===== config.mk =====
export PLATFORM = sky130hd
export DESIGN_NAME = mac_acc_unit
export DESIGN_NICKNAME = d
export VERILOG_FILES = /design/src/mac_sat_flags.v /design/src/mac_acc_unit.v
export VERILOG_INCLUDE_DIRS = /design/src /design/src/src
export SDC_FILE = /design/constraint.sdc
export NUM_CORES = 1
export LEC_CHECK = 0
export BUFFER_PORTS_ARGS = -buffer_cell sky130_fd_sc_hd__buf_2
export CORE_MARGIN = 3
export CORE_UTILIZATION = 55
export CTS_BUF_LIST = sky130_fd_sc_hd__clkbuf_8
export CTS_CLUSTER_DIAMETER = 200
export DETAILED_ROUTE_END_ITERATION = 6
export GPL_TIMING_DRIVEN = 0
export PLACE_DENSITY_LB_ADDON = 0.12
export SLEW_MARGIN = 0
export SYNTH_ARGS = -nofsm -noshare
export SYNTH_HDL_FRONTEND = slang
export SYNTH_SLANG_ARGS = --single-unit

===== constraint.sdc =====
create_clock -name core_clk -period 9.6 [get_ports core_clk]
set_clock_uncertainty 0.2 [all_clocks]
set_input_delay 0.48 -clock core_clk [delete_from_list [all_inputs] [get_ports core_clk]]
set_output_delay 0.48 -clock core_clk [all_outputs]
set_load 0.01 [all_outputs]

===== src/mac_acc_regs.vh =====
// mac_acc_regs.vh: constants of the accumulator datapath
// assumes: included by the design files by its bare name
`ifndef MAC_ACC_REGS_VH
`define MAC_ACC_REGS_VH

// data widths
`define MAC_ACC_W        40
`define MAC_WORD_W       16
`define MAC_CNT_W        5
`define MAC_ADDR_W       3

// operation codes on op_code
`define MAC_OP_ABS_ACC   3'h0
`define MAC_OP_ABS_SRC   3'h1
`define MAC_OP_ADD       3'h2
`define MAC_OP_ADD2      3'h3
`define MAC_OP_ASHR      3'h4
`define MAC_OP_ASHR_RND  3'h5

// register offsets (word index on reg_addr)
`define MAC_REG_CTRL     3'h0
`define MAC_REG_STAT     3'h1
`define MAC_REG_ACC_LO   3'h2
`define MAC_REG_ACC_MID  3'h3
`define MAC_REG_ACC_EXT  3'h4

// control word fields
`define MAC_CTRL_SAT_BIT 0

// status word fields
`define MAC_ST_NEG       0
`define MAC_ST_ZERO      1
`define MAC_ST_CARRY     2
`define MAC_ST_SOVF      3
`define MAC_ST_EXT       4
`define MAC_ST_SLIM      5
`define MAC_ST_OVF       6

// reset values
`define MAC_CTRL_RST     16'h0000
`define MAC_STAT_RST     7'h02
`define MAC_ACC_RST      40'h00_0000_0000

// arithmetic constants
`define MAC_MOST_NEG     40'h80_0000_0000
`define MAC_RND_CONST    40'h00_0000_8000
`define MAC_SAT_POS      40'h00_7FFF_FFFF
`define MAC_SAT_NEG      40'hFF_8000_0000
`define MAC_REG_CNT_MASK 5'h0F

`endif


===== src/mac_sat_flags.v =====
// mac_sat_flags.v: saturation and result flag evaluation
// assumes: input is the exact 41-bit signed result of an operation
`timescale 1ns/1ps
`include "mac_acc_regs.vh"

module mac_sat_flags (
  input  wire [40:0] true_val,
  input  wire        sat_en,
  input  wire        clr_low,
  output reg  [39:0] result,
  output wire        sat_hit,
  output wire        ext_used,
  output wire        zero,
  output wire        neg
);

  wire        in_range;
  wire [39:0] sat_val;

  // value fits the signed 32-bit range when bits 40..31 agree
  assign in_range = (true_val[40:31] == 10'h000) || (true_val[40:31] == 10'h3FF);
  assign sat_hit  = sat_en & ~in_range;                           // [RULE19] [RULE9]
  assign sat_val  = true_val[40] ? `MAC_SAT_NEG : `MAC_SAT_POS;

  // pick saturated or wrapped value, then clear the low product word
  always @* begin
    result = sat_hit ? sat_val : true_val[39:0];                  // [RULE19]
    if (clr_low) begin
      result[15:0] = 16'h0000;                                    // [RULE16]
    end
  end

  // flags of the value actually stored
  assign ext_used = ~((result[39:31] == 9'h000) || (result[39:31] == 9'h1FF)); // [RULE20] [RULE10]
  assign zero     = (result == 40'h00_0000_0000);                 // [RULE11]
  assign neg      = result[39];                                   // [RULE12]

endmodule // mac_sat_flags


===== src/mac_acc_unit.v =====
// mac_acc_unit.v: 40-bit accumulator with absolute value, add,
// add-doubled and arithmetic right shift, plus the status flags
// assumes: the cpu core drives op_valid for one cycle per operation,
// with sources and shift count valid in that cycle; register port
// strobes are one cycle long and never both at once; immediate shift
// counts stay within 16 and software does not load the accumulator
// while operations are issued
//
// Function
// [RULE1] magnitude without operands replaces accumulator by its absolute value
// [RULE2] that magnitude sets overflow and sticky overflow on most negative value
// [RULE3] two-operand magnitude loads absolute source; clears overflow and carry
// [RULE4] source is high word over low word, sign-extended to 40 bits
// [RULE5] operand sum adds source to accumulator, result back in accumulator
// [RULE6] doubled sum adds twice the source to the accumulator
// [RULE7] adds set overflow when sum exceeds 40 bits; sticky overflow follows
// [RULE8] adds set carry on carry out of the accumulator, clear otherwise
// [RULE9] any automatic saturation sets sticky limit flag, else unchanged
// [RULE10] extension used flag tells whether result occupies extension bits
// [RULE11] zero flag set when 40-bit result is zero
// [RULE12] negative flag copies result most significant bit
// [RULE13] arithmetic right shift keeps the sign in vacated upper bits
// [RULE14] issuer gives shift counts 0 to 16; immediate is 5-bit unsigned
// [RULE15] register-sourced shift count uses only its low four bits
// [RULE16] rounding shift adds 8000h then clears the low product word
// [RULE17] rounding shift carry from rounding add; overflow flags follow overflow
// [RULE18] plain shift result ignores the saturation select bit
// [RULE19] with saturation selected, results clamp to signed 32-bit range
// [RULE20] extension in use when accumulator bits 39 to 31 differ
//
// The implementer's own choices: the register offsets and the address-and-strobe port.
`timescale 1ns/1ps
`include "mac_acc_regs.vh"

module mac_acc_unit (
  core_clk,
  rst,
  op_valid,
  op_code,
  src_low,
  src_high,
  shift_cnt,
  shift_imm,
  reg_addr,
  reg_wdata,
  reg_wr,
  reg_rd,
  reg_rdata,
  op_done,
  acc_out,
  flags_out
);

  input  wire                     core_clk;
  input  wire                     rst;
  input  wire                     op_valid;
  input  wire [2:0]               op_code;
  input  wire [`MAC_WORD_W-1:0]   src_low;
  input  wire [`MAC_WORD_W-1:0]   src_high;
  input  wire [`MAC_CNT_W-1:0]    shift_cnt;
  input  wire                     shift_imm;
  input  wire [`MAC_ADDR_W-1:0]   reg_addr;
  input  wire [`MAC_WORD_W-1:0]   reg_wdata;
  input  wire                     reg_wr;
  input  wire                     reg_rd;
  output reg  [`MAC_WORD_W-1:0]   reg_rdata;
  output reg                      op_done;
  output wire [`MAC_ACC_W-1:0]    acc_out;
  output wire [6:0]               flags_out;

  // register map on reg_addr, 16-bit words:
  //   0 control, bit 0 selects saturation
  //   1 status, flag bits 6..0
  //   2 accumulator bits 15..0, the low product word
  //   3 accumulator bits 31..16
  //   4 accumulator bits 39..32 in the low byte, upper byte reads zero
  //   other offsets ignore writes and read zero
  // status layout: 0 negative, 1 zero, 2 carry, 3 sticky overflow,
  //   4 extension used, 5 sticky limit, 6 overflow

  // architectural state
  reg  [`MAC_ACC_W-1:0]  acc_r;
  reg  [`MAC_ACC_W-1:0]  acc_nxt;
  reg  [`MAC_WORD_W-1:0] ctrl_r;
  reg  [6:0]             stat_r;
  reg  [6:0]             stat_nxt;

  // operand forms
  wire [39:0] src40;
  wire [39:0] src2_40;
  wire [40:0] acc_x;
  wire [40:0] src_x;
  wire [40:0] src2_x;

  // magnitudes, sums and carries
  wire [40:0] abs_acc_x;
  wire [40:0] abs_src_x;
  wire [40:0] sum_x;
  wire [40:0] ucar_add;
  wire [40:0] sum2_x;
  wire [40:0] ucar_add2;

  // shift and round
  wire [4:0]  shift_amt;
  wire [39:0] sh40;
  wire [40:0] sh_x;
  wire [40:0] rnd_x;
  wire [40:0] ucar_rnd;

  // flag sources and register selects
  wire        acc_most_neg;
  wire        sat_sel;
  wire        sel_ctrl;
  wire        sel_stat;
  wire        sel_lo;
  wire        sel_mid;
  wire        sel_ext;

  // per-operation selections
  // set by the case below for the code on op_code
  reg  [40:0] true_val;
  reg         sat_en;
  reg         clr_low;
  reg         op_ovf;
  reg         op_carry;
  reg         op_known;

  // evaluated result
  wire [39:0] res;
  wire        res_sat;
  wire        res_ext;
  wire        res_zero;
  wire        res_neg;

  // outputs come straight from the state registers
  assign acc_out   = acc_r;
  assign flags_out = stat_r;
  assign sat_sel   = ctrl_r[`MAC_CTRL_SAT_BIT];

  // source: high word above low word, sign-extended;
  // doubling loses no bit, the source has only 32 significant bits
  assign src40   = {{8{src_high[15]}}, src_high, src_low};          // [RULE4]
  assign src2_40 = {src40[38:0], 1'b0};                             // [RULE6]

  // 41-bit exact forms so overflow and saturation see the true value;
  // bit 40 is the true sign, so bit 40 differing from bit 39 means
  // the result does not fit the 40-bit accumulator
  assign acc_x  = {acc_r[39], acc_r};
  assign src_x  = {src40[39], src40};
  assign src2_x = {src40[39], src2_40};

  // absolute values; most negative accumulator yields +2^39 exactly,
  // which wraps back to the most negative value unless saturation
  // clamps it; the 32-bit source magnitude can never overflow
  assign acc_most_neg = (acc_r == `MAC_MOST_NEG);                   // [RULE2]
  assign abs_acc_x = acc_r[39] ? (41'h0 - acc_x) : acc_x;           // [RULE1]
  assign abs_src_x = src40[39] ? (41'h0 - src_x) : src_x;           // [RULE3]

  // sums, signed for overflow and unsigned for carry; the carry is
  // the bit out of position 39 with both operands taken as unsigned
  assign sum_x     = acc_x + src_x;                                 // [RULE5]
  assign ucar_add  = {1'b0, acc_r} + {1'b0, src40};                 // [RULE8]
  assign sum2_x    = acc_x + src2_x;                                // [RULE6]
  assign ucar_add2 = {1'b0, acc_r} + {1'b0, src2_40};               // [RULE8]

  // shift count: immediate taken whole, register form only low bits;
  // immediate counts above 16 are not guarded, the issuer keeps to 16
  assign shift_amt = shift_imm ? shift_cnt
                               : (shift_cnt & `MAC_REG_CNT_MASK);   // [RULE15]

  // sign-preserving right shift of the accumulator
  assign sh40 = $signed(acc_r) >>> shift_amt;                       // [RULE13]
  assign sh_x = {sh40[39], sh40};

  // rounding add after the shift; the low word is cleared only after
  // saturation, so a clamped positive result ends in 0000
  assign rnd_x    = sh_x + {1'b0, `MAC_RND_CONST};                  // [RULE16]
  assign ucar_rnd = {1'b0, sh40} + {1'b0, `MAC_RND_CONST};          // [RULE17]

  // choose the exact result and flag sources for the operation;
  // unknown codes change nothing and raise no done pulse
  always @* begin
    true_val = acc_x;
    sat_en   = 1'b0;
    clr_low  = 1'b0;
    op_ovf   = 1'b0;
    op_carry = 1'b0;
    op_known = 1'b1;
    case (op_code)
      // in-place magnitude, overflow only from the most negative value
      `MAC_OP_ABS_ACC: begin
        true_val = abs_acc_x;                                       // [RULE1]
        sat_en   = sat_sel;
        op_ovf   = acc_most_neg;                                    // [RULE2]
      end
      // source magnitude, overflow and carry always cleared
      `MAC_OP_ABS_SRC: begin
        true_val = abs_src_x;                                       // [RULE3]
        sat_en   = sat_sel;
      end
      // accumulate the source
      `MAC_OP_ADD: begin
        true_val = sum_x;                                           // [RULE5]
        sat_en   = sat_sel;
        op_ovf   = sum_x[40] ^ sum_x[39];                           // [RULE7]
        op_carry = ucar_add[40];                                    // [RULE8]
      end
      // accumulate twice the source
      `MAC_OP_ADD2: begin
        true_val = sum2_x;                                          // [RULE6]
        sat_en   = sat_sel;
        op_ovf   = sum2_x[40] ^ sum2_x[39];                         // [RULE7]
        op_carry = ucar_add2[40];                                   // [RULE8]
      end
      // plain shift, never saturates, overflow and carry cleared
      `MAC_OP_ASHR: begin
        true_val = sh_x;                                            // [RULE13]
        sat_en   = 1'b0;                                            // [RULE18]
      end
      // shift, round, saturate, then clear the low product word
      `MAC_OP_ASHR_RND: begin
        true_val = rnd_x;                                           // [RULE16]
        sat_en   = sat_sel;
        clr_low  = 1'b1;                                            // [RULE16]
        op_ovf   = rnd_x[40] ^ rnd_x[39];                           // [RULE17]
        op_carry = ucar_rnd[40];                                    // [RULE17]
      end
      default: begin
        op_known = 1'b0;
      end
    endcase
  end

  // saturation, low word clear and result flags
  mac_sat_flags u_sat (
    .true_val (true_val),
    .sat_en   (sat_en),
    .clr_low  (clr_low),
    .result   (res),
    .sat_hit  (res_sat),
    .ext_used (res_ext),
    .zero     (res_zero),
    .neg      (res_neg)
  );

  // register selects
  // offsets above 4 match nothing and read zero
  assign sel_ctrl = (reg_addr == `MAC_REG_CTRL);
  assign sel_stat = (reg_addr == `MAC_REG_STAT);
  assign sel_lo   = (reg_addr == `MAC_REG_ACC_LO);
  assign sel_mid  = (reg_addr == `MAC_REG_ACC_MID);
  assign sel_ext  = (reg_addr == `MAC_REG_ACC_EXT);

  // an operation is taken only for a known code
  wire do_op;
  assign do_op = op_valid & op_known;

  // accumulator next value: operation wins over a software write;
  // a word written in the cycle of an operation is lost, so software
  // must not load the accumulator while the core issues operations
  always @* begin
    acc_nxt = acc_r;
    if (do_op) begin
      acc_nxt = res;                                                // [RULE1] [RULE5]
    end else if (reg_wr) begin
      if (sel_lo) begin
        acc_nxt[15:0] = reg_wdata;
      end
      if (sel_mid) begin
        acc_nxt[31:16] = reg_wdata;
      end
      if (sel_ext) begin
        acc_nxt[39:32] = reg_wdata[7:0];
      end
    end
  end

  // status next value; sticky sets win over a clearing write, so a
  // sticky event is never lost to a clear in the same cycle; the
  // other flags of an operation override the written value
  always @* begin
    stat_nxt = stat_r;
    if (reg_wr && sel_stat) begin
      stat_nxt = reg_wdata[6:0];
    end
    if (do_op) begin
      stat_nxt[`MAC_ST_OVF]   = op_ovf;                             // [RULE2] [RULE7] [RULE17]
      stat_nxt[`MAC_ST_CARRY] = op_carry;                           // [RULE3] [RULE8] [RULE17]
      stat_nxt[`MAC_ST_EXT]   = res_ext;                            // [RULE10]
      stat_nxt[`MAC_ST_ZERO]  = res_zero;                           // [RULE11]
      stat_nxt[`MAC_ST_NEG]   = res_neg;                            // [RULE12]
      if (op_ovf) begin
        stat_nxt[`MAC_ST_SOVF] = 1'b1;                              // [RULE2] [RULE7] [RULE17]
      end
      if (res_sat) begin
        stat_nxt[`MAC_ST_SLIM] = 1'b1;                              // [RULE9]
      end
    end
  end

  // state update
  always @(posedge core_clk) begin
    if (rst) begin
      acc_r   <= `MAC_ACC_RST;
      stat_r  <= `MAC_STAT_RST;
      ctrl_r  <= `MAC_CTRL_RST;
      op_done <= 1'b0;
    end else begin
      acc_r   <= acc_nxt;
      stat_r  <= stat_nxt;
      // done marks each accepted operation for one cycle
      op_done <= do_op;
      if (reg_wr && sel_ctrl) begin
        ctrl_r <= reg_wdata;
      end
    end
  end

  // read data, one cycle after the read strobe; unmapped reads zero;
  // every other cycle reads zero so stale data never shows
  always @(posedge core_clk) begin
    if (rst) begin
      reg_rdata <= 16'h0000;
    end else if (reg_rd) begin
      if (sel_ctrl) begin
        reg_rdata <= ctrl_r;
      end else if (sel_stat) begin
        reg_rdata <= {9'h000, stat_r};
      end else if (sel_lo) begin
        reg_rdata <= acc_r[15:0];
      end else if (sel_mid) begin
        reg_rdata <= acc_r[31:16];
      end else if (sel_ext) begin
        reg_rdata <= {8'h00, acc_r[39:32]};
      end else begin
        reg_rdata <= 16'h0000;
      end
    end else begin
      reg_rdata <= 16'h0000;
    end
  end

endmodule // mac_acc_unit


==> results.cfg, run 1 <==
[placement]
dp_hpwl_um = 66700
gp_congestion = 1.16
dpl_cell_area_mm2 = 0.0171
dp_slack_ns = 1.93
dp_cells = 2802
io_buffers = 123

[finish]
instances_no_fill = 2819
fin_util = 0.614
final_cell_mix = nand2_1 (323), a21oi_1 (197), nor2_1 (186), o21ai_0 (149), clkbuf_1 (143)
fin_area_mm2 = 0.0173
syn_to_final_growth_pct = 8.30
final_common_cell = nand2_1
nets = 2576
fillerInstances = 2744
drive_above_1_share = 0.127

[yosys]
postSynthAreaPerCell_um2 = 6.96
synth_area_mm2 = 0.0160
yosysWarnings = 0
syn-num-nets = 2442
yosysUniqueCellTypes = 102
ys_seq_elements = 80
yosysSeqAreaShare = 0.100
synthFlopType = dfxtp_1
synth_edf_count = 0
async_flop_share = 0
synthCells = 2301

[pwr]
power_leakage_nw = 6.83
peakVddDrop_uv = 142
powerDensity_mw_per_mm2 = 108
report.power.total_mw = 1.87

[floorplanning]
io_pins = 129
die_x_um = 177
core_mm2 = 0.0282
placementRows = 61
dieArea_mm2 = 0.0312
die_y_um = 177
start_util = 0.567

[worst_setup_path]
cpPeakStageDelay_ns = 1.12
worst-path-max-fanout = 10
path_buf_inv = 5
path_class = reg -> reg
crit_path_start_kind = flop
critPathLaunch = acc_out[36]
rr_worst_depth = 19
crit_family = compound AO/OA/AOI/OAI gates
critical_path.endpoint = acc_out[29]
arrival_ns = 8.46
reg2reg_from = acc_out[36]
cp.required_ns = 9.59
reg2reg_slack_ns = 1.13
path_depth = 19
endpoint_kind = flop
path_cells = clkbuf_1, mux2i_1, a22oi_2, nand2_1, a222oi_1, ha_1, inv_1, o32ai_2, o221ai_1, buf_2, nor2_2, o211a_1, nand4_1, nor3_1, inv_1, o21ai_2, and2_1, buf_2, a221oi_1
cp_slowest_cell = nor3_1
r2r-end = acc_out[29]

[global_routing]
grt_pass1_wl_um = 122000
overflow = 0
grt_antenna_before_repair = 5
grt_use_total = 0.513
grt_max_degree = 17
grt_pass1_vias = 19385

[clocking]
numCtsBuffers = 9
htree_levels = 3
cts_setup_buffers = 0
cts_resized = 0
cts_hold_buf = 0
cts_buffer_depth = 2
cts_root_buf = clkbuf_8
cts.clk_slew.worst_paths_ns = 0.09
cts_sinks = 80
cts_tree = built
clock_latency_ns = 0.38

[sta]
fin_ws_ns = 1.13
max-slew-margin-rel = 0.0661
hold_violations = 0
fin_crit_sh = 0.883
final.min_clock_period_ns = 8.47
grt_setup_unrepaired = false
setup_tns_ns = 0
fmax_mhz = 118
worstMarginPinSlew_ns = 1.37
whs_ns = 0.192
drv_slew = 0
setup_viol = 0

[routing]
routed_wl_um = 84300
drt_iter0_drc = 4791
ant_nets = 0
avgRoutedWirePerCell_um = 29.9
first_pass_iters = 7
vias_per_cell = 7.65
post-route-drc-count = 59
vias = 21577

[outcome]
failed_checks = design-rule violations
status = complete, but fails checks

[worst_hold_path]
hold_start = reg_wdata[8]
hold_class = in -> reg

[job]
drv_cap = 0
-- kinds of logic after synthesis --
group	Yosys count	share of synthesized area
flops	80	0.100
mux	167	0.127
buf+inv	232	0.0609
simple gates	842	0.251
compound gates	785	0.336
xor+xnor	119	0.0651
fa+ha+maj	76	0.0603
-- per-layer routing --
metal | GRT usage | routed length (um) | up-vias
li1 | - | - | 9003
met4 | 0.318 | 7600 | 6
met2 | 0.738 | 32900 | 2077
met3 | 0.166 | 13600 | 592
met1 | 0.662 | 30100 | 9899
met5 | 0 | 45 | -
-- cell usage after synthesis, types with 13 or more instances --
library cell / instances / area [um2]
mux4_2: 23 / 518
o31a_1: 15 / 131
buf_2: 18 / 90.1
and2_1: 26 / 163
a221oi_1: 26 / 228
a211oi_1: 21 / 158
a22oi_1: 22 / 165
o21ai_0: 149 / 746
ha_1: 74 / 926
xnor2_1: 54 / 473
o22ai_1: 32 / 200
dfxtp_1: 80 / 1600
o221ai_1: 15 / 131
a31oi_1: 27 / 169
o31ai_1: 27 / 203
nor4_1: 23 / 144
mux2i_1: 90 / 901
and3_1: 25 / 156
a31o_2: 14 / 123
xor2_1: 65 / 569
a21o_1: 32 / 240
or2_2: 13 / 81.3
inv_1: 40 / 150
a21oi_1: 197 / 986
o211ai_1: 35 / 263
nor2_1: 186 / 698
nor3_1: 48 / 240
o21a_1: 18 / 135
nor2b_1: 14 / 87.6
nand4_1: 40 / 250
clkbuf_1: 143 / 537
buf_1: 17 / 63.8
nand2b_1: 13 / 81.3
o2111ai_1: 16 / 140
nand2_1: 323 / 1210
mux2_2: 54 / 608
nand3_1: 52 / 260
or3_1: 24 / 150
-- worst min path at each step --
stage            endpoint  slack, ns  depth (start not counted)
2_1_floorplan   ctrl_r[1]       0.24                          2
3_3_place_gp   ctrl_r[11]       0.25                          2
3_5_place_dp   ctrl_r[15]       0.25                          2
4_1_cts         ctrl_r[8]       0.19                          3
5_1_grt         ctrl_r[8]       0.21                          3
6_report        ctrl_r[8]       0.19                          3
-- worst min-delay path: cells and delay by family --
family	cells	cell delay (ns)
simple gates	1	0.06
compound gates	1	0.05
buf+inv	1	0.13
-- final cells by class --
type / instances / area [um2] / share of cell area
multi-input combinational: 1989 / 13400 / 0.775
sequential: 80 / 1600 / 0.0924
buffer: 190 / 818 / 0.0472
timing repair buffer: 123 / 616 / 0.0355
tap: 378 / 473 / 0.0273
inverter: 42 / 158 / 0.00909
clock buffer: 9 / 124 / 0.00714
clock inverter: 7 / 114 / 0.00657
antenna: 1 / 2.50 / 0.000144
-- where the power goes --
part | internal (mW) | switching [mW] | total (mW)
logic | 0.372 | 0.784 | 1.16
clock network | 0.152 | 0.155 | 0.308
registers | 0.350 | 0.0550 | 0.405
-- flip-flops by register name, summed over array words and instances (netlist names) --
name	count
acc_out	40
ctrl_r	16
reg_rdata	16
flags_out	7
op_done	1
Note: power is estimated with default switching activity, not from simulation.
==> inputs of run 2 (changes only) <==
- RECOVER_POWER: not set -> 100
==> results.cfg, run 2 (synthesis gave the netlist of run 1 again) <==
[clocking]
cts_root_buf = clkbuf_8
cts_buffer_depth = 2
clock_latency_ns = 0.38
cts_sinks = 80
cts_tree = built
cts.clk_slew.worst_paths_ns = 0.09
cts_resized = 0
cts_setup_buffers = 0
cts_hold_buf = 0
numCtsBuffers = 9
htree_levels = 3

[sta]
hold_violations = 0
fmax_mhz = 110
setup_tns_ns = 0
grt_setup_unrepaired = false
worstMarginPinSlew_ns = 1.40
final.min_clock_period_ns = 9.11
setup_viol = 0
fin_crit_sh = 0.949
max-slew-margin-rel = 0.0415
drv_slew = 0

[global_routing]
grt_use_total = 0.513
grt_pass1_wl_um = 122000
grt_pass1_vias = 19385
grt_antenna_before_repair = 4
overflow = 0
grt_max_degree = 17

[finish]
fillerInstances = 2808
drive_above_1_share = 0.0918
syn_to_final_growth_pct = 7.17
final_common_cell = nand2_1
final_cell_mix = nand2_1 (323), clkbuf_1 (218), a21oi_1 (197), nor2_1 (187), o21ai_0 (149)
instances_no_fill = 2820
largest_reg_flops = 40
fin_util = 0.608
nets = 2576

[pwr]
p_int_mw = 0.869
powerDensity_mw_per_mm2 = 109
combPwrFrac = 0.616
p_sw_frac = 0.534
power_leakage_nw = 6.55
report.power.total_mw = 1.86
switchingPower_mw = 0.994
peakVddDrop_uv = 141
p_seq_frac = 0.218
clkPwrFrac = 0.166

[worst_setup_path]
cpPeakStageDelay_ns = 1.09
cp.required_ns = 9.59
path_class = reg -> reg
worst-path-max-fanout = 10
path_cells = clkbuf_1, mux2i_1, a22oi_1, nand2_1, a222oi_1, ha_1, inv_1, o32ai_1, o221ai_1, clkbuf_1, nor2_1, o211a_1, nand4_1, nor3_1, inv_1, o21ai_2, and2_0, buf_2, a221oi_1
cp_slowest_cell = nor3_1
path_buf_inv = 5
rr_worst_depth = 19
crit_path_start_kind = flop
endpoint_kind = flop
crit_family = compound AO/OA/AOI/OAI gates
arrival_ns = 9.10
path_depth = 19

[routing]
ant_nets = 0
post-route-drc-count = 52
vias = 21687
avgRoutedWirePerCell_um = 29.9
routed_wl_um = 84400
drt_iter0_drc = 4691
vias_per_cell = 7.69
first_pass_iters = 7

[floorplanning]
die_y_um = 177
core_mm2 = 0.0282
die_x_um = 177
dieArea_mm2 = 0.0312
placementRows = 61
io_pins = 129
start_util = 0.567

[placement]
io_buffers = 123
dp_cells = 2802
gp_congestion = 1.16
dp_hpwl_um = 66700

[job]
drv_cap = 0

[outcome]
status = complete, but fails checks
failed_checks = design-rule violations

[worst_hold_path]
hold_depth = 3
hold_class = in -> reg
[run 2: final cells by class]
class / instances / area, um2 / share of cell area
buffer: 190 / 808 / 0.0471
clock buffer: 9 / 124 / 0.00722
multi-input combinational: 1989 / 13300 / 0.778
clock inverter: 7 / 114 / 0.00663
tap: 378 / 473 / 0.0276
timing repair buffer: 123 / 532 / 0.0310
antenna: 2 / 5.00 / 0.000292
sequential: 80 / 1600 / 0.0933
inverter: 42 / 158 / 0.00919
[run 2: power groups by stage]
stage	registers (mW)	logic [mW]	clock network (mW)
detailed placement	0.406	1.08	0
global route	0.401	1.19	0.315
finish	0.407	1.15	0.308
CTS	0.398	1.08	0.301
floorplan	0.384	0.712	0
global placement	0.405	1.06	0
[run 2: worst register-to-register path, stage by stage, from the launching register on]
cell and delay (ns):
dfxtp_1 0.74, clkbuf_1 0.85, mux2i_1 0.32, a22oi_1 0.40
nand2_1 0.15, a222oi_1 0.95, ha_1 0.40, inv_1 0.13
o32ai_1 0.55, o221ai_1 0.28, clkbuf_1 0.32, nor2_1 0.50
o211a_1 0.23, nand4_1 0.43, nor3_1 1.10, inv_1 0.15
o21ai_2 0.46, and2_0 0.31, buf_2 0.28, a221oi_1 0.20
[run 2: per-stage QoR]
step / instance area, um2 / worst slack [ns] / hold slack [ns]
3_3_place_gp: 17100 / 1.84 / 0.246
6_report: 17200 / 0.490 / 0.194
2_1_floorplan: 16000 / 4.44 / 0.236
4_1_cts: 17300 / 1.90 / 0.189
3_5_place_dp: 17100 / 1.93 / 0.249
5_1_grt: 17200 / 0.575 / 0.207
[run 2: metal layers]
metal | share of wire | wire length [um] | track usage | vias up
met2 | 0.39 | 32600 | 0.738 | 2156
met3 | 0.17 | 14100 | 0.166 | 599
li1 | - | - | - | 9021
met4 | 0.094 | 7960 | 0.318 | 4
met1 | 0.35 | 29700 | 0.662 | 9907
met5 | 0.00026 | 22 | 0 | -
[run 2: final timing paths]
| path | start | to | slack [ns] |
|---|---|---|---|
| setup / recovery | acc_out[37] | acc_out[29] | 0.49 |
| hold / removal | reg_wdata[8] | ctrl_r[8] | 0.19 |
| setup reg to reg | acc_out[37] | acc_out[29] | 0.49 |
| hold reg to reg | ctrl_r[11] | ctrl_r[11] | 0.26 |
